--- src/shared/adcr_params.svh ---
`ifndef ADCR_PARAMS_SVH
`define ADCR_PARAMS_SVH

// ----------------------------------------------------------------------------
// Register byte offsets
// ----------------------------------------------------------------------------
`define ADCR_OFS_CTRL      8'h00
`define ADCR_OFS_CFG       8'h04
`define ADCR_OFS_RES       8'h08
`define ADCR_OFS_ANSA      8'h0c
`define ADCR_OFS_ANSB      8'h10
`define ADCR_OFS_ANSE      8'h14
`define ADCR_OFS_STAT      8'h18
`define ADCR_OFS_MASK      8'h1c

// ----------------------------------------------------------------------------
// Field positions
// ----------------------------------------------------------------------------
`define ADCR_CTRL_ON       0
`define ADCR_CTRL_GO       1
`define ADCR_CHS_LSB       2
`define ADCR_CHS_MSB       5
`define ADCR_CONV_CLOCK_SELECT_LSB      4
`define ADCR_CONV_CLOCK_SELECT_MSB      6
`define ADCR_REF_LSB       0
`define ADCR_REF_MSB       1
`define ADCR_IRQ_DONE      0

// ----------------------------------------------------------------------------
// Reset values
// ----------------------------------------------------------------------------
`define ADCR_CHS_RST       4'h0
`define ADCR_CONV_CLOCK_SELECT_RST      3'h0
`define ADCR_REF_RST       2'h0
`define ADCR_ANSA_RST      6'h3f
`define ADCR_ANSB_RST      6'h3f
`define ADCR_ANSE_RST      3'h7

// ----------------------------------------------------------------------------
// Field codes
// ----------------------------------------------------------------------------
`define ADCR_CS_D2         3'h0
`define ADCR_CS_D8         3'h1
`define ADCR_CS_D32        3'h2
`define ADCR_CS_RC_A       3'h3
`define ADCR_CS_D4         3'h4
`define ADCR_CS_D16        3'h5
`define ADCR_CS_D64        3'h6
`define ADCR_CS_RC_B       3'h7
`define ADCR_REF_EXT       2'h2
`define ADCR_REF_FVR       2'h3
`define ADCR_CH_FVR        4'hf

// ----------------------------------------------------------------------------
// Timing counts
// ----------------------------------------------------------------------------
`define ADCR_TERM_D2       6'h01
`define ADCR_TERM_D4       6'h03
`define ADCR_TERM_D8       6'h07
`define ADCR_TERM_D16      6'h0f
`define ADCR_TERM_D32      6'h1f
`define ADCR_TERM_D64      6'h3f
`define ADCR_CONV_LAST     4'ha

`endif

--- src/shared/adcr_pkg.sv ---
package adcr_pkg;

   typedef enum logic {
      st_idle,
      st_convert
   } adcr_state_t;

   typedef logic [7:0] adcr_byte_t;

endpackage : adcr_pkg

--- src/core/adcr_clkdiv.sv ---
`timescale 1ns/1ps
`default_nettype none
`include "adcr_params.svh"

module adcr_clkdiv (
   input  wire logic       clk,      // System clock.
   input  wire logic       rst_n,    // Asynchronous reset, active low.
   input  wire logic       run,      // Converter enabled.
   input  wire logic [2:0] clk_sel,  // Conversion clock select code.
   input  wire logic       rc_tick,  // Dedicated RC oscillator tick.
   output logic            tick_q    // Conversion clock enable pulse.
);

   logic [5:0] cnt_q;
   logic [5:0] term;
   logic       rc_sel;

   always_comb begin
      rc_sel = 1'b0;
      unique case (clk_sel)
         `ADCR_CS_D2:   term = `ADCR_TERM_D2;
         `ADCR_CS_D8:   term = `ADCR_TERM_D8;
         `ADCR_CS_D32:  term = `ADCR_TERM_D32;
         `ADCR_CS_D4:   term = `ADCR_TERM_D4;
         `ADCR_CS_D16:  term = `ADCR_TERM_D16;
         `ADCR_CS_D64:  term = `ADCR_TERM_D64;
         `ADCR_CS_RC_A: begin
            term   = `ADCR_TERM_D2;
            rc_sel = 1'b1;
         end
         `ADCR_CS_RC_B: begin
            term   = `ADCR_TERM_D2;
            rc_sel = 1'b1;
         end
      endcase
   end

   always_ff @(posedge clk or negedge rst_n) begin
      if (!rst_n) begin
         cnt_q  <= 6'h00;
         tick_q <= 1'b0;
      end else if (!run || rc_sel) begin
         cnt_q  <= 6'h00;
         tick_q <= run & rc_tick;
      end else if (cnt_q == term) begin
         cnt_q  <= 6'h00;
         tick_q <= 1'b1;
      end else begin
         cnt_q  <= cnt_q + 6'h01;
         tick_q <= 1'b0;
      end
   end

   // ----------------------------------------------------------------------------
   // Checks
   // ----------------------------------------------------------------------------
   property p_rc_route;
      @(posedge clk) disable iff (!rst_n)
      (run && (clk_sel == `ADCR_CS_RC_A || clk_sel == `ADCR_CS_RC_B))
         |=> (tick_q == $past(rc_tick));
   endproperty
   a_rc_route: assert property (p_rc_route) else $error("RC clock not routed.");

   property p_div2;
      @(posedge clk) disable iff (!rst_n)
      (tick_q && run && clk_sel == `ADCR_CS_D2) ##1 (run && clk_sel == `ADCR_CS_D2)
         |-> !tick_q ##1 tick_q;
   endproperty
   a_div2: assert property (p_div2) else $error("Divide by 2 period wrong.");

   property p_div4;
      @(posedge clk) disable iff (!rst_n)
      (tick_q && run && clk_sel == `ADCR_CS_D4) ##1 (run && clk_sel == `ADCR_CS_D4)[*4]
         |-> tick_q && $past(!tick_q) && $past(!tick_q, 2) && $past(!tick_q, 3);
   endproperty
   a_div4: assert property (p_div4) else $error("Divide by 4 period wrong.");

endmodule : adcr_clkdiv
`default_nettype wire

--- src/core/adcr_regs.sv ---
// Summary of operation
// - Clock select codes divide system clock
// - Codes 011 and 111 use RC clock
// - Reference code picks supply, external, fixed
// - Config bits 7,3,2 read zero
// - Result byte readable and software writable
// - Result kept across non power resets
// - Go starts conversion, cleared when done
// - Channel code 1111 selects fixed reference
// - Converter off disables all conversion activity
//
// Local design decisions: the AHB-Lite slave port and the register addresses.
`timescale 1ns/1ps
`default_nettype none
`include "adcr_params.svh"

module adcr_regs (
   input  wire logic        hclk,          // System clock.
   input  wire logic        hresetn,       // Power-on reset, active low.
   input  wire logic        other_reset,   // Other device resets, synchronous.
   input  wire logic        hsel,          // Slave select.
   input  wire logic [31:0] haddr,         // Byte address.
   input  wire logic [1:0]  htrans,        // Transfer type.
   input  wire logic        hwrite,        // Write when high.
   input  wire logic [2:0]  hsize,         // Transfer size.
   input  wire logic [31:0] hwdata,        // Write data.
   input  wire logic        hready,        // Bus ready.
   output logic      [31:0] hrdata,        // Read data.
   output logic             hreadyout,     // Slave ready.
   output logic             hresp,         // Response, always OKAY.
   input  wire logic        rc_tick,       // Dedicated RC oscillator tick.
   input  wire logic [7:0]  sar_result,    // Converter core result.
   output logic             adc_enable,    // Converter powered.
   output logic             conv_tick,     // Conversion clock enable.
   output logic             conv_busy,     // Conversion running.
   output logic             conv_done,     // Conversion end pulse.
   output logic      [3:0]  channel_sel,   // Input channel code.
   output logic             fvr_input_sel, // Fixed reference is the input.
   output logic             ref_vdd,       // Reference from supply.
   output logic             ref_ext,       // Reference from external pin.
   output logic             ref_fvr,       // Reference from fixed reference.
   output logic      [7:0]  result_byte,   // Result register.
   output logic      [5:0]  port_a_ana,    // Port A analog select.
   output logic      [5:0]  port_b_ana,    // Port B analog select.
   output logic      [2:0]  port_e_ana,    // Port E analog select.
   output logic             irq            // Interrupt, active high level.
);

   // ----------------------------------------------------------------------------
   // Bus slave
   // ----------------------------------------------------------------------------
   logic                addr_ok;
   logic                dp_wr_q;
   logic                dp_rd_q;
   logic [7:0]          dp_addr_q;
   logic [31:0]         hrdata_q;
   logic                hreadyout_q;
   logic                hresp_q;
   adcr_pkg::adcr_byte_t rd_byte;

   assign addr_ok = hsel & hready & htrans[1];

   always_ff @(posedge hclk or negedge hresetn) begin
      if (!hresetn) begin
         dp_wr_q   <= 1'b0;
         dp_rd_q   <= 1'b0;
         dp_addr_q <= 8'h00;
      end else begin
         dp_wr_q   <= addr_ok & hwrite;
         dp_rd_q   <= addr_ok & ~hwrite;
         dp_addr_q <= haddr[7:0];
      end
   end

   // Reads take one wait state so that a write just committed is seen.
   always_ff @(posedge hclk or negedge hresetn) begin
      if (!hresetn) begin
         hreadyout_q <= 1'b1;
         hrdata_q    <= 32'h0000_0000;
         hresp_q     <= 1'b0;
      end else begin
         hreadyout_q <= ~(addr_ok & ~hwrite);
         hresp_q     <= 1'b0;
         if (dp_rd_q) begin
            hrdata_q <= {24'h00_0000, rd_byte};
         end
      end
   end

   assign hrdata    = hrdata_q;
   assign hreadyout = hreadyout_q;
   assign hresp     = hresp_q;

   logic wr_ctrl;
   logic wr_cfg;
   logic wr_res;
   logic wr_ansa;
   logic wr_ansb;
   logic wr_anse;
   logic wr_stat;
   logic wr_mask;

   assign wr_ctrl = dp_wr_q && (dp_addr_q == `ADCR_OFS_CTRL);
   assign wr_cfg  = dp_wr_q && (dp_addr_q == `ADCR_OFS_CFG);
   assign wr_res  = dp_wr_q && (dp_addr_q == `ADCR_OFS_RES);
   assign wr_ansa = dp_wr_q && (dp_addr_q == `ADCR_OFS_ANSA);
   assign wr_ansb = dp_wr_q && (dp_addr_q == `ADCR_OFS_ANSB);
   assign wr_anse = dp_wr_q && (dp_addr_q == `ADCR_OFS_ANSE);
   assign wr_stat = dp_wr_q && (dp_addr_q == `ADCR_OFS_STAT);
   assign wr_mask = dp_wr_q && (dp_addr_q == `ADCR_OFS_MASK);

   // ----------------------------------------------------------------------------
   // Control and configuration registers
   // ----------------------------------------------------------------------------
   logic       converter_on_bit_q;
   logic [3:0] chs_q;
   logic       fvr_in_q;
   logic [2:0] conv_clock_select_q;
   logic [1:0] ref_q;
   logic       ref_vdd_q;
   logic       ref_ext_q;
   logic       ref_fvr_q;
   logic [5:0] ansa_q;
   logic [5:0] ansb_q;
   logic [2:0] anse_q;

   always_ff @(posedge hclk or negedge hresetn) begin
      if (!hresetn) begin
         converter_on_bit_q   <= 1'b0;
         chs_q    <= `ADCR_CHS_RST;
         fvr_in_q <= 1'b0;
      end else if (other_reset) begin
         converter_on_bit_q   <= 1'b0;
         chs_q    <= `ADCR_CHS_RST;
         fvr_in_q <= 1'b0;
      end else if (wr_ctrl) begin
         converter_on_bit_q   <= hwdata[`ADCR_CTRL_ON];
         chs_q    <= hwdata[`ADCR_CHS_MSB:`ADCR_CHS_LSB];
         fvr_in_q <= (hwdata[`ADCR_CHS_MSB:`ADCR_CHS_LSB] == `ADCR_CH_FVR);
      end
   end

   always_ff @(posedge hclk or negedge hresetn) begin
      if (!hresetn) begin
         conv_clock_select_q    <= `ADCR_CONV_CLOCK_SELECT_RST;
         ref_q     <= `ADCR_REF_RST;
         ref_vdd_q <= 1'b1;
         ref_ext_q <= 1'b0;
         ref_fvr_q <= 1'b0;
      end else if (other_reset) begin
         conv_clock_select_q    <= `ADCR_CONV_CLOCK_SELECT_RST;
         ref_q     <= `ADCR_REF_RST;
         ref_vdd_q <= 1'b1;
         ref_ext_q <= 1'b0;
         ref_fvr_q <= 1'b0;
      end else if (wr_cfg) begin
         conv_clock_select_q    <= hwdata[`ADCR_CONV_CLOCK_SELECT_MSB:`ADCR_CONV_CLOCK_SELECT_LSB];
         ref_q     <= hwdata[`ADCR_REF_MSB:`ADCR_REF_LSB];
         ref_vdd_q <= ~hwdata[`ADCR_REF_MSB];
         ref_ext_q <= (hwdata[`ADCR_REF_MSB:`ADCR_REF_LSB] == `ADCR_REF_EXT);
         ref_fvr_q <= (hwdata[`ADCR_REF_MSB:`ADCR_REF_LSB] == `ADCR_REF_FVR);
      end
   end

   always_ff @(posedge hclk or negedge hresetn) begin
      if (!hresetn) begin
         ansa_q <= `ADCR_ANSA_RST;
         ansb_q <= `ADCR_ANSB_RST;
         anse_q <= `ADCR_ANSE_RST;
      end else if (other_reset) begin
         ansa_q <= `ADCR_ANSA_RST;
         ansb_q <= `ADCR_ANSB_RST;
         anse_q <= `ADCR_ANSE_RST;
      end else begin
         if (wr_ansa) begin
            ansa_q <= hwdata[5:0];
         end
         if (wr_ansb) begin
            ansb_q <= hwdata[5:0];
         end
         if (wr_anse) begin
            anse_q <= hwdata[2:0];
         end
      end
   end

   // ----------------------------------------------------------------------------
   // Conversion sequencer
   // ----------------------------------------------------------------------------
   adcr_pkg::adcr_state_t state_q;
   logic                  go_q;
   logic [3:0]            cnt_q;
   logic                  done_pulse_q;
   logic                  tick;
   logic                  start;
   logic                  fin;
   logic [7:0]            result_q;

   adcr_clkdiv u_clkdiv (
      .clk     (hclk),
      .rst_n   (hresetn),
      .run     (converter_on_bit_q),
      .clk_sel (conv_clock_select_q),
      .rc_tick (rc_tick),
      .tick_q  (tick)
   );

   assign start = wr_ctrl && hwdata[`ADCR_CTRL_GO] && hwdata[`ADCR_CTRL_ON]
                  && (state_q == adcr_pkg::st_idle) && !other_reset;
   assign fin   = (state_q == adcr_pkg::st_convert) && converter_on_bit_q && !other_reset
                  && tick && (cnt_q == `ADCR_CONV_LAST);

   always_ff @(posedge hclk or negedge hresetn) begin
      if (!hresetn) begin
         state_q      <= adcr_pkg::st_idle;
         go_q         <= 1'b0;
         cnt_q        <= 4'h0;
         done_pulse_q <= 1'b0;
      end else if (other_reset || (state_q == adcr_pkg::st_convert && !converter_on_bit_q)) begin
         state_q      <= adcr_pkg::st_idle;
         go_q         <= 1'b0;
         cnt_q        <= 4'h0;
         done_pulse_q <= 1'b0;
      end else begin
         done_pulse_q <= fin;
         unique case (state_q)
            adcr_pkg::st_idle: begin
               if (start) begin
                  state_q <= adcr_pkg::st_convert;
                  go_q    <= 1'b1;
                  cnt_q   <= 4'h0;
               end
            end
            adcr_pkg::st_convert: begin
               if (fin) begin
                  state_q <= adcr_pkg::st_idle;
                  go_q    <= 1'b0;
               end else if (tick) begin
                  cnt_q <= cnt_q + 4'h1;
               end
            end
         endcase
      end
   end

   always_ff @(posedge hclk) begin
      if (fin) begin
         result_q <= sar_result;
      end else if (wr_res) begin
         result_q <= hwdata[7:0];
      end
   end

   // ----------------------------------------------------------------------------
   // Interrupt status and mask
   // ----------------------------------------------------------------------------
   logic done_st_q;
   logic done_st_d;
   logic mask_q;
   logic mask_d;
   logic irq_q;

   always_comb begin
      done_st_d = done_st_q;
      if (wr_stat && hwdata[`ADCR_IRQ_DONE]) begin
         done_st_d = 1'b0;
      end
      if (fin) begin
         done_st_d = 1'b1;
      end
      mask_d = wr_mask ? hwdata[`ADCR_IRQ_DONE] : mask_q;
   end

   always_ff @(posedge hclk or negedge hresetn) begin
      if (!hresetn) begin
         done_st_q <= 1'b0;
         mask_q    <= 1'b0;
         irq_q     <= 1'b0;
      end else begin
         done_st_q <= done_st_d;
         mask_q    <= mask_d;
         irq_q     <= done_st_d & mask_d;
      end
   end

   // ----------------------------------------------------------------------------
   // Read mux
   // ----------------------------------------------------------------------------
   // unimplemented bits zero
   always_comb begin
      rd_byte = 8'h00;
      unique case (dp_addr_q)
         `ADCR_OFS_CTRL: rd_byte = {2'h0, chs_q, go_q, converter_on_bit_q};
         `ADCR_OFS_CFG:  rd_byte = {1'b0, conv_clock_select_q, 2'h0, ref_q};
         `ADCR_OFS_RES:  rd_byte = result_q;
         `ADCR_OFS_ANSA: rd_byte = {2'h0, ansa_q};
         `ADCR_OFS_ANSB: rd_byte = {2'h0, ansb_q};
         `ADCR_OFS_ANSE: rd_byte = {5'h00, anse_q};
         `ADCR_OFS_STAT: rd_byte = {7'h00, done_st_q};
         `ADCR_OFS_MASK: rd_byte = {7'h00, mask_q};
         default:        rd_byte = 8'h00;
      endcase
   end

   assign adc_enable    = converter_on_bit_q;
   assign conv_tick     = tick;
   assign conv_busy     = go_q;
   assign conv_done     = done_pulse_q;
   assign channel_sel   = chs_q;
   assign fvr_input_sel = fvr_in_q;
   assign ref_vdd       = ref_vdd_q;
   assign ref_ext       = ref_ext_q;
   assign ref_fvr       = ref_fvr_q;
   assign result_byte   = result_q;
   assign port_a_ana    = ansa_q;
   assign port_b_ana    = ansb_q;
   assign port_e_ana    = anse_q;
   assign irq           = irq_q;

   // ----------------------------------------------------------------------------
   // Checks
   // ----------------------------------------------------------------------------
   property p_ref_ext;
      @(posedge hclk) disable iff (!hresetn)
      (wr_cfg && !other_reset && hwdata[1:0] == `ADCR_REF_EXT)
         |=> ref_ext && !ref_vdd && !ref_fvr;
   endproperty
   a_ref_ext: assert property (p_ref_ext) else $error("External reference not chosen.");

   property p_cfg_zero;
      @(posedge hclk) disable iff (!hresetn)
      (dp_rd_q && dp_addr_q == `ADCR_OFS_CFG) |=> (hrdata[7] == 1'b0) && (hrdata[3:2] == 2'h0);
   endproperty
   a_cfg_zero: assert property (p_cfg_zero) else $error("Unused config bits not zero.");

   property p_res_write;
      @(posedge hclk) disable iff (!hresetn)
      (wr_res && !fin) |=> (result_byte == $past(hwdata[7:0]));
   endproperty
   a_res_write: assert property (p_res_write) else $error("Result write lost.");

   property p_res_keep;
      @(posedge hclk) disable iff (!hresetn)
      (other_reset && !fin && !wr_res) |=> $stable(result_byte);
   endproperty
   a_res_keep: assert property (p_res_keep) else $error("Result changed on reset.");

   property p_go_start;
      @(posedge hclk) disable iff (!hresetn)
      start |=> conv_busy ##1 (conv_busy || $past(fin));
   endproperty
   a_go_start: assert property (p_go_start) else $error("Go flag not set.");

   property p_chan_fvr;
      @(posedge hclk) disable iff (!hresetn)
      (wr_ctrl && !other_reset && hwdata[5:2] == `ADCR_CH_FVR)
         |=> fvr_input_sel && channel_sel == `ADCR_CH_FVR;
   endproperty
   a_chan_fvr: assert property (p_chan_fvr) else $error("Fixed reference input not chosen.");

   property p_off;
      @(posedge hclk) disable iff (!hresetn)
      (!converter_on_bit_q && !wr_ctrl) |=> !conv_busy && !conv_tick;
   endproperty
   a_off: assert property (p_off) else $error("Activity while converter off.");

   property p_finish;
      @(posedge hclk) disable iff (!hresetn)
      fin |=> !conv_busy && (result_byte == $past(sar_result)) && done_st_q ##1 irq == mask_q;
   endproperty
   a_finish: assert property (p_finish) else $error("Finish not aligned with load.");

   c_conv_done: cover property (@(posedge hclk) disable iff (!hresetn) start ##[1:800] fin);
   c_rc_conv: cover property (@(posedge hclk) disable iff (!hresetn)
      fin && conv_clock_select_q == `ADCR_CS_RC_B);
   c_irq: cover property (@(posedge hclk) disable iff (!hresetn) irq ##1 !irq);

endmodule : adcr_regs
`default_nettype wire

--- config.mk ---
export PLATFORM = sky130hd
export DESIGN_NAME = adcr_regs
export DESIGN_NICKNAME = d
export VERILOG_FILES = /design/src/shared/adcr_pkg.sv /design/src/core/adcr_clkdiv.sv /design/src/core/adcr_regs.sv
export VERILOG_INCLUDE_DIRS = /design/src /design/src/shared
export SDC_FILE = /design/constraint.sdc
export NUM_CORES = 1
export LEC_CHECK = 0
export BUFFER_PORTS_ARGS = -buffer_cell sky130_fd_sc_hd__clkbuf_2
export CORE_ASPECT_RATIO = 2
export CORE_MARGIN = 2
export CORE_UTILIZATION = 35
export DETAILED_ROUTE_END_ITERATION = 7
export SETUP_SLACK_MARGIN = 0.4
export SKIP_LAST_GASP = 1
export SYNTH_ARGS = -nofsm -noshare
export SYNTH_HDL_FRONTEND = slang
export SYNTH_SLANG_ARGS = --single-unit
--- constraint.sdc ---
create_clock -name hclk -period 2.9 [get_ports hclk]
set_clock_uncertainty 0.1 [all_clocks]
set_input_delay 0.58 -clock hclk [delete_from_list [all_inputs] [get_ports hclk]]
set_output_delay 0.58 -clock hclk [all_outputs]
set_load 0.05 [all_outputs]
==> out/summary.txt, run 1 <==
status: finished, final reports clean
fin nets: 516
post-CTS setup buffer count: 0
dpl hpwl: 7.306 mm
logic depth of the worst path, buffers included: 3
drt pass-1 iters: 4
final period utilization: 75.41%
Top FF cell, synth: dfrtp_1
Post-synth ARST share: 89.04%
Leakage: 2.090 nW
total track usage: 17.20%
Reg clk slew, reported paths: 50 ps
final-report setup violation count: 0
Starting Density: 35.60%
via count: 2,888
DRC: 0
I/O Buffers: 76
Yosys reg bits: 73
Tmin final: 2187 ps
clock latency on the worst-skew pair: 330 ps
Post-Synthesis Cells: 346
fmax: 457.3 MHz
core area: 10,410 um^2
H-tree Lvls: 3
clk sinks: 73
Slew HR: 43.86%
Critical Path End Type: register
CTS buffer count: 9
mean area per synthesized cell: 10.71 um^2
Crit Path Class: reg -> reg
crit-path cells: or4_1, nor3b_1, a21o_1
die span in x: 76.76 um
final-report hold violation count: 0
MaxCap Viol Count: 0
met1 Resource Use GR: 17.61%
number of cells on the worst hold path: 1
drt wl/cell: 16.92 um
non-filler cells, final: 571
Post-synth EDFFs: 8
row count: 53
Final ANT Viol Nets: 0
WP buf/inv: 0
Setup TNS: 0 ps
Post-Route WL: 9.662 mm
Largest stage delay, worst path: 620 ps
Worst R2R Path Depth: 3
initial antenna violation count: 0
largest net degree at the start of global routing: 66
CTS root buffer: clkbuf_16
met3 Use GR: 3.136%
CTS tree: done
pwr/cell area: 505.2 nW/um^2
GR Util met2: 32.37%
share of layout cells above drive strength 1: 30.65%
CP max-delay cell: or4_1
Initial DRC Count: 126
Synth cell types: 57
IO Count: 154
final instance area: 4466 um^2
Worst Max-Slew Pin Slew: 842.1 ps
RSZ-0062 raised after global routing: false
Seq/Total Area, Yosys: 50.95%
Hold Path Class: in -> reg
maximum vdd ir drop: 0.2855 mV
clock buffer depth: 2
vias in the first global route: 2,861
Slew Viols, Final: 0
Via-to-Cell Ratio: 5.058
first-pass GRT wire length: 15.01 mm
Critical Path RT: 2780 ps
grt total ovfl: 0
chip height: 149.5 um
post-cts resize count: 0
Netlist Area Pre-Place: 3706 um^2
hold-fix buffers at CTS: 0
GR peak layer: met2
Startpoint Class: register
WP data arrival: 2070 ps
worst-path fanout max: 8
DP Area: 4194 um^2
P&R area growth vs syn: 20.49%
Die ar.: 11,480 um^2
antenna cells: 0
gpl congestion: 0.8802
CP top delay family: simple AND/OR/NAND/NOR gates
yosys warns: 0
DP Cell Count: 555
layout make-up:
| class | instances | area (um^2) |
|---|---|---|
| clock buffers | 16 | 271.5 |
| fillers | 1044 | 5946 |
| inverters | 18 | 67.56 |
| multi-input cells | 239 | 1597 |
| flip-flops and latches | 73 | 1888 |
| well taps | 137 | 171.4 |
| repair buffers | 88 | 470.5 |
metrics by stage:
step / hold WS (ps) / total power (W) / setup slack [ps] / util, %
floorplan: 184.4 / 0.001219 / 525.6 / -
global route: 237.8 / 0.002342 / 656.4 / 42.89
detailed placement: 387.0 / 0.001259 / 608.9 / 40.28
global placement: 386.6 / 0.001258 / 623.9 / 40.28
CTS: 241.5 / 0.002283 / 694.6 / 42.89
finish: 250.8 / 0.002256 / 713.1 / 42.89
cell families after synthesis:
logic type,count (synthesis),share of synthesized area [%]
compound gates,81,15.87
xor+xnor,8,1.891
fa+ha+maj,3,1.013
buf+inv,58,8.406
flops,73,50.95
mux,23,6.550
other cells,1,0.1012
simple gates,99,15.23
worst reg2reg max path: cells and delay by family, from the launching register on:
| family | cells | cell delay (ps) |
|---|---|---|
| flops | 1 | 410 |
| compound gates | 1 | 430 |
| simple gates | 2 | 910 |
path summary, 6_finish.rpt:
| check | start | endpoint | slack, ps |
|---|---|---|---|
| max | dp_addr_q[5] | result_byte[7] | 710 |
| min reg2reg | hrdata[0] | hrdata[0] | 390 |
| max in group asynchronous | hresetn | hrdata[0] | 1810 |
| min | haddr[3] | dp_addr_q[3] | 250 |
| max reg2reg | dp_addr_q[5] | result_byte[7] | 710 |
| min in group asynchronous | hresetn | irq | 330 |
synth_stat cells (all sizes together) (2+ instances only):
cell	n	area share [%]
nand4	5	0.84
xor2	3	0.71
edfxtp	8	6.5
nand2	15	1.5
a21o	4	0.81
buf	25	5.1
nand2b	3	0.51
a221oi	2	0.47
ha	3	1.0
o22ai	2	0.34
nand3b	3	0.61
o21ai	12	1.6
o32ai	3	0.71
nor4	2	0.91
dfstp	17	12
nand3	11	2.2
or4	3	0.61
o31ai	4	0.81
nor3b	3	0.74
a211o	17	4.0
nor2	38	3.8
and3	4	0.68
mux2i	13	3.5
nor3	2	0.27
clkbuf	15	1.5
dfrtp	48	32
inv	18	1.8
o2bb2ai	3	0.71
a22o	2	0.47
mux2	10	3.0
a32oi	3	0.71
a31oi	5	0.84
xnor2	5	1.2
nor4b	2	0.88
a221o	2	0.54
a21oi	14	1.9
registers in the layout, summed over array words and instances (netlist names), 2 cells and up:
name,flops
u_clkdiv.cnt_q,6
port_e_ana,3
channel_sel,4
cnt_q,4
port_a_ana,6
conv_clock_select_q,3
dp_addr_q,8
port_b_ana,6
result_byte,8
ref_q,2
hrdata,8
report_power, final:
group | leakage [nW] | internal (W) | total [W] | switching [W]
Clock | 0.131 | 0.000627 | 0.00102 | 0.000388
Combinational | 1.06 | 0.0000411 | 0.000182 | 0.000141
Sequential | 0.900 | 0.00104 | 0.00106 | 0.0000138
Total | 2.09 | 0.00171 | 0.00226 | 0.000543
layout by cell type (no fill, tap or decap), types with 4 or more instances in the layout:
cell	Yosys	final
a21oi_1	14	14
clkbuf_16	0	9
and3_1	4	4
a31oi_1	5	5
conb_1	1	25
clkbuf_2	0	76
nand4_1	5	5
dfrtp_1	48	48
mux2i_1	13	13
nor2_1	38	38
buf_4	25	12
mux2_2	10	10
nand2_1	15	15
edfxtp_1	8	8
clkbuf_1	15	5
o31ai_1	4	4
a21o_1	4	4
xnor2_1	5	5
inv_1	18	18
dfstp_2	17	17
o21ai_0	12	12
a211o_1	17	17
nand3_1	9	9
per-layer routing:
layer  wire length (um)  vias up  part of all wire (%)
met5                  0        -                     0
met4                332        0                   3.4
met3                417       19                   4.3
met2               5503       91                    57
met1               3409     1405                    35
li1                   -     1373                     -
Note: power is estimated with default switching activity, not from simulation.
==> run 2: changes to the inputs <==
Clock period 2.9 ns to 1.8 ns, I/O delays scaled along.
==> out/summary.txt, run 2 (synthesis gave the netlist of run 1 again) <==
Slew Viols, Final: 0 (unchanged)
via count: 3,314 (was 2,888)
DRC: 0 (unchanged)
final-report hold violation count: 0 (unchanged)
most common cell after layout, fill and taps aside: buf_4 (was clkbuf_2)
IO Count: 154 (unchanged)
initial antenna violation count: 0 (unchanged)
final period utilization: 100.5% (was 75.41%)
Final ANT Viol Nets: 0 (unchanged)
Via-to-Cell Ratio: 5.075 (was 5.058)
Initial DRC Count: 144 (was 126)
row count: 53 (unchanged)
DP Area: 4551 um^2 (was 4194 um^2)
Tmin final: 1810 ps (was 2187 ps)
Startpoint Class: register (unchanged)
worst-path fanout max: 8 (unchanged)
Leakage: 2.848 nW (was 2.090 nW)
die span in x: 76.76 um (unchanged)
Post-Route WL: 11.60 mm (was 9.662 mm)
crit path launch: dp_addr_q[5] (unchanged)
clk sinks: 73 (unchanged)
drt pass-1 iters: 4 (unchanged)
Reg clk slew, reported paths: 60 ps (was 50 ps)
H-tree Lvls: 3 (unchanged)
worst reg2reg setup slack: -10 ps (was 710 ps)
DP Worst Slack: -70.45 ps (was 608.9 ps)
maximum vdd ir drop: 0.4513 mV (was 0.2855 mV)
Pwr Total: 0.003818 W (was 0.002256 W)
CTS buffer count: 9 (unchanged)
post-route setup slack: -9.568 ps (was 713.1 ps)
GR Util met2: 37.72% (was 32.37%)
fin nets: 598 (was 516)
RSZ-0062 raised after global routing: true (was false)
met3 Use GR: 3.438% (was 3.136%)
failing checks: setup timing
CTS root buffer: clkbuf_16 (unchanged)
first-pass GRT wire length: 17.53 mm (was 15.01 mm)
core area: 10,410 um^2 (unchanged)
share of layout cells above drive strength 1: 52.13% (was 30.65%)
grt total ovfl: 0 (unchanged)
drt wl/cell: 17.76 um (was 16.92 um)
final instance area: 6133 um^2 (was 4466 um^2)
fmax: 552.6 MHz (was 457.3 MHz)
Crit Path Class: reg -> reg (unchanged)
vias in the first global route: 3,340 (was 2,861)
FF-to-FF End: result_byte[0] (was result_byte[7])
Worst R2R Path Depth: 3 (unchanged)
clock latency on the worst-skew pair: 330 ps (about the same)
Post-Route Utilization: 58.91% (was 42.89%)
CTS tree: done (unchanged)
Critical Path RT: 1740 ps (was 2780 ps)
Die ar.: 11,480 um^2 (unchanged)
antenna cells: 0 (unchanged)
I/O Buffers: 76 (unchanged)
status: finished with violations (was finished, final reports clean)
total track usage: 20.09% (was 17.20%)
final-report setup violation count: 8 (was 0)
chip height: 149.5 um (unchanged)
GR peak layer: met2 (unchanged)
pwr/cell area: 622.4 nW/um^2 (was 505.2 nW/um^2)
gpl congestion: 0.8589 (was 0.8802)
clock buffer depth: 2 (unchanged)
highest-count cells in the layout ignoring fill and taps: buf_4 (67), dfrtp_1 (39), nor2_1 (35) (was clkbuf_2 (76), dfrtp_1 (48), nor2_1 (38))
largest net degree at the start of global routing: 66 (unchanged)
reg-to-reg critical path startpoint: dp_addr_q[5] (unchanged)
Critical Path End Type: register (unchanged)
MaxCap Viol Count: 0 (unchanged)
Setup TNS: -69.12 ps (was 0 ps)
CP Capture Point: result_byte[0] (was result_byte[7])
met1 Resource Use GR: 20.82% (was 17.61%)
Hold Path Class: in -> reg (unchanged)
WP data arrival: 1750 ps (was 2070 ps)
P&R area growth vs syn: 65.50% (was 20.49%)
Starting Density: 35.60% (unchanged)
dpl hpwl: 7.788 mm (was 7.306 mm)
[run 2: repair_timing]
item                                   4_1_cts  5_1_grt
setup endpoints to repair                  113      111
cloned                                       1        1
buffers inserted                            36       14
hold buffers                                 1        0
gates resized for setup                    149       50
endpoints found under the hold margin       48        0
pin swaps                                   16       20
[run 2: worst min path at each step]
stage | startpoint | endpoint | slack (ps) | cells past startpoint
global route | haddr[6] | dp_addr_q[6] | 20 | 1
floorplan | hresetn | adc_enable | -40 | 0
detailed placement | hresetn | cnt_q[0] | 310 | 2
finish | haddr[2] | dp_addr_q[2] | 30 | 1
CTS | haddr[2] | dp_addr_q[2] | 20 | 1
global placement | hresetn | cnt_q[0] | 310 | 2
[run 2: power breakdown]
group	switching [W]	internal [W]	leakage (nW)	total, W
Combinational	0.000260	0.000125	1.82	0.000385
Clock	0.000671	0.00106	0.142	0.00173
Sequential	0.0000219	0.00168	0.888	0.00171
[run 2: worst max-delay path, cell delays in order, from the launching register on]
cell and delay [ps]:
dfrtp_1 380, or4_4 570, nor3b_4 230, a21o_4 230
[run 2: layer usage]
metal	share of wire, %	wire length, um
met3	3.9	450
met5	0	0
met2	57	6609
met4	3.7	433
met1	35	4101
[run 2: area by class of cell]
class                      count  area, um^2
fill                         874        4278
sequential                    73        1899
multi-input combinational    239        1881
timing repair buffer         170        1828
clock buffer                   9       225.2
tap                          137       171.4
inverter                      18       67.56
clock inverter                 7       61.31
[run 2: per-stage QoR]
stage,cells,hold slack [ps]
2_1_floorplan,370,-35.59
3_3_place_gp,584,305.8
3_5_place_dp,584,307.0
4_1_cts,638,20.93
5_1_grt,653,18.12
6_report,653,29.00
==> run 3: changes to the inputs <==
Settings changed: CORE_UTILIZATION 35 to 44, PLACE_DENSITY set to 0.77, SLEW_MARGIN set to 20.
==> out/summary.txt, run 3 (synthesis gave the netlist of run 1 again) <==
clock buffer depth: 2 (unchanged)
pwr/cell area: 625.0 nW/um^2 (was 622.4 nW/um^2)
share of layout cells above drive strength 1: 54.46% (was 52.13%)
MaxCap Viol Count: 0 (unchanged)
Critical Path RT: 1950 ps (was 1740 ps)
crit-path cells: buf_4, nor4_4, buf_6, buf_4, nand4_1, buf_6, a211o_1 (was or4_4, nor3b_4, a21o_4)
Hold Path Class: in -> reg (unchanged)
DP Worst Slack: -74.99 ps (was -70.45 ps)
DP Cell Count: 542 (was 584)
clock latency on the worst-skew pair: 340 ps (was 330 ps)
Die ar.: 9217 um^2 (was 11,480 um^2)
core area: 8233 um^2 (was 10,410 um^2)
first-pass GRT wire length: 19.13 mm (was 17.53 mm)
initial antenna violation count: 0 (unchanged)
failing checks: setup timing (unchanged)
die span in x: 68.90 um (was 76.76 um)
Reg clk slew, reported paths: 60 ps (about the same)
chip height: 133.8 um (was 149.5 um)
final-report hold violation count: 0 (unchanged)
Starting Density: 45.02% (was 35.60%)
worst-path fanout max: 12 (was 8)
Via-to-Cell Ratio: 5.989 (was 5.075)
final-report setup violation count: 10 (was 8)
vias in the first global route: 3,665 (was 3,340)
grt total ovfl: 0 (unchanged)
final period utilization: 103.4% (was 100.5%)
Slew Viols, Final: 0 (unchanged)
clk sinks: 73 (unchanged)
Initial DRC Count: 423 (was 144)
Final ANT Viol Nets: 0 (unchanged)
RSZ-0062 raised after global routing: true (unchanged)
drt pass-1 iters: 6 (was 4)
most common cell after layout, fill and taps aside: buf_4 (unchanged)
drt wl/cell: 22.58 um (was 17.76 um)
Tmin final: 1861 ps (was 1810 ps)
Hold Slack: 33.99 ps (was 29.00 ps)
fin nets: 598 (unchanged)
Leakage: 2.856 nW (was 2.848 nW)
IO Count: 154 (unchanged)
I/O Buffers: 76 (unchanged)
row count: 47 (was 53)
highest-count cells in the layout ignoring fill and taps: buf_4 (63), dfrtp_1 (38), nor2_1 (33) (was buf_4 (67), dfrtp_1 (39), nor2_1 (35))
status: finished with violations (unchanged)
CTS buffer count: 9 (unchanged)
DRC: 0 (unchanged)
Critical Path End Type: register (unchanged)
P&R area growth vs syn: 67.32% (was 65.50%)
antenna cells: 0 (unchanged)
Worst R2R Path Depth: 7 (was 3)
non-filler cells, final: 614 (was 653)
maximum vdd ir drop: 0.9429 mV (was 0.4513 mV)
number of cells on the worst hold path: 1 (unchanged)
fmax: 537.4 MHz (was 552.6 MHz)
gpl congestion: 0.9357 (was 0.8589)
dpl hpwl: 7.679 mm (was 7.788 mm)
Setup TNS: -323.0 ps (was -69.12 ps)
total track usage: 28.15% (was 20.09%)
H-tree Lvls: 3 (unchanged)
WP data arrival: 2010 ps (was 1750 ps)
Crit Path Class: reg -> reg (unchanged)
Post-Route WL: 13.86 mm (was 11.60 mm)
Largest stage delay, worst path: 380 ps (was 570 ps)
largest net degree at the start of global routing: 66 (unchanged)
Startpoint Class: register (unchanged)
CTS root buffer: clkbuf_16 (unchanged)
CP max-delay cell: dfrtp_1 (was or4_4)
via count: 3,677 (was 3,314)
CTS tree: done (unchanged)
post-route setup slack: -60.72 ps (was -9.568 ps)
-- run 3: cell count changes in the layout (fill, tap and decap cells not counted), sizes merged --
cell	previous run	this run
buf	111	110
clkbuf	67	69
clkinv	5	3
clkinvlp	1	2
-- run 3: path summary, 6_finish.rpt --
check                             start             to  slack (ps)
setup / recovery           dp_addr_q[5]  port_a_ana[4]         -60
hold / removal                 haddr[5]   dp_addr_q[5]          30
setup reg to reg           dp_addr_q[5]  port_a_ana[4]         -60
hold reg to reg               hrdata[3]      hrdata[3]         390
max in group asynchronous       hresetn      hreadyout         780
min in group asynchronous       hresetn       cnt_q[1]         470
-- run 3: critical path, delay by kind of cell, from the launching register on --
| family | cells | cell delay, ps |
|---|---|---|
| AO/OA/AOI/OAI | 1 | 290 |
| AND/OR/NAND/NOR | 2 | 380 |
| flip-flops | 1 | 380 |
| buffers and inverters | 4 | 630 |
-- run 3: power breakdown --
group	total (W)	leakage, nW	switching (W)	internal, W
logic	0.000416	1.83	0.000282	0.000134
registers	0.00170	0.887	0.0000198	0.00168
clock network	0.00176	0.136	0.000693	0.00106
total	0.00388	2.86	0.000994	0.00288
-- run 3: cell type report --
| class | instances | area [um^2] |
|---|---|---|
| Clock buffer | 10 | 229.0 |
| Clock inverter | 6 | 58.81 |
| Fill cell | 470 | 2032 |
| Inverter | 18 | 67.56 |
| Multi-Input combinational cell | 239 | 1986 |
| Sequential cell | 73 | 1901 |
| Tap cell | 98 | 122.6 |
| Timing Repair Buffer | 170 | 1837 |
-- run 3: metrics by stage --
stage | power, W | util [%] | cell area (um^2)
after global routing | 0.003976 | 75.32 | 6201
final | 0.003876 | 75.32 | 6201
after floorplan | 0.001974 | - | 3946
after detailed placement | 0.002058 | 54.26 | 4467
after global placement | 0.002053 | 54.26 | 4467
after CTS | 0.003816 | 70.71 | 5822
-- run 3: repair_timing --
item,4_1_cts,5_1_grt
pin swaps,20,13
endpoints found under the setup margin,112,104
hold buffers,1,0
hold endpoints to repair,48,0
cloned,2,0
gates resized for setup,160,62
buffers inserted,35,18
-- run 3: routing by layer --
layer | track usage, % | routed length, um
met5 | 0 | 0
met4 | 18.19 | 894
met3 | 4.027 | 716
met2 | 47.70 | 7526
met1 | 31.39 | 4727
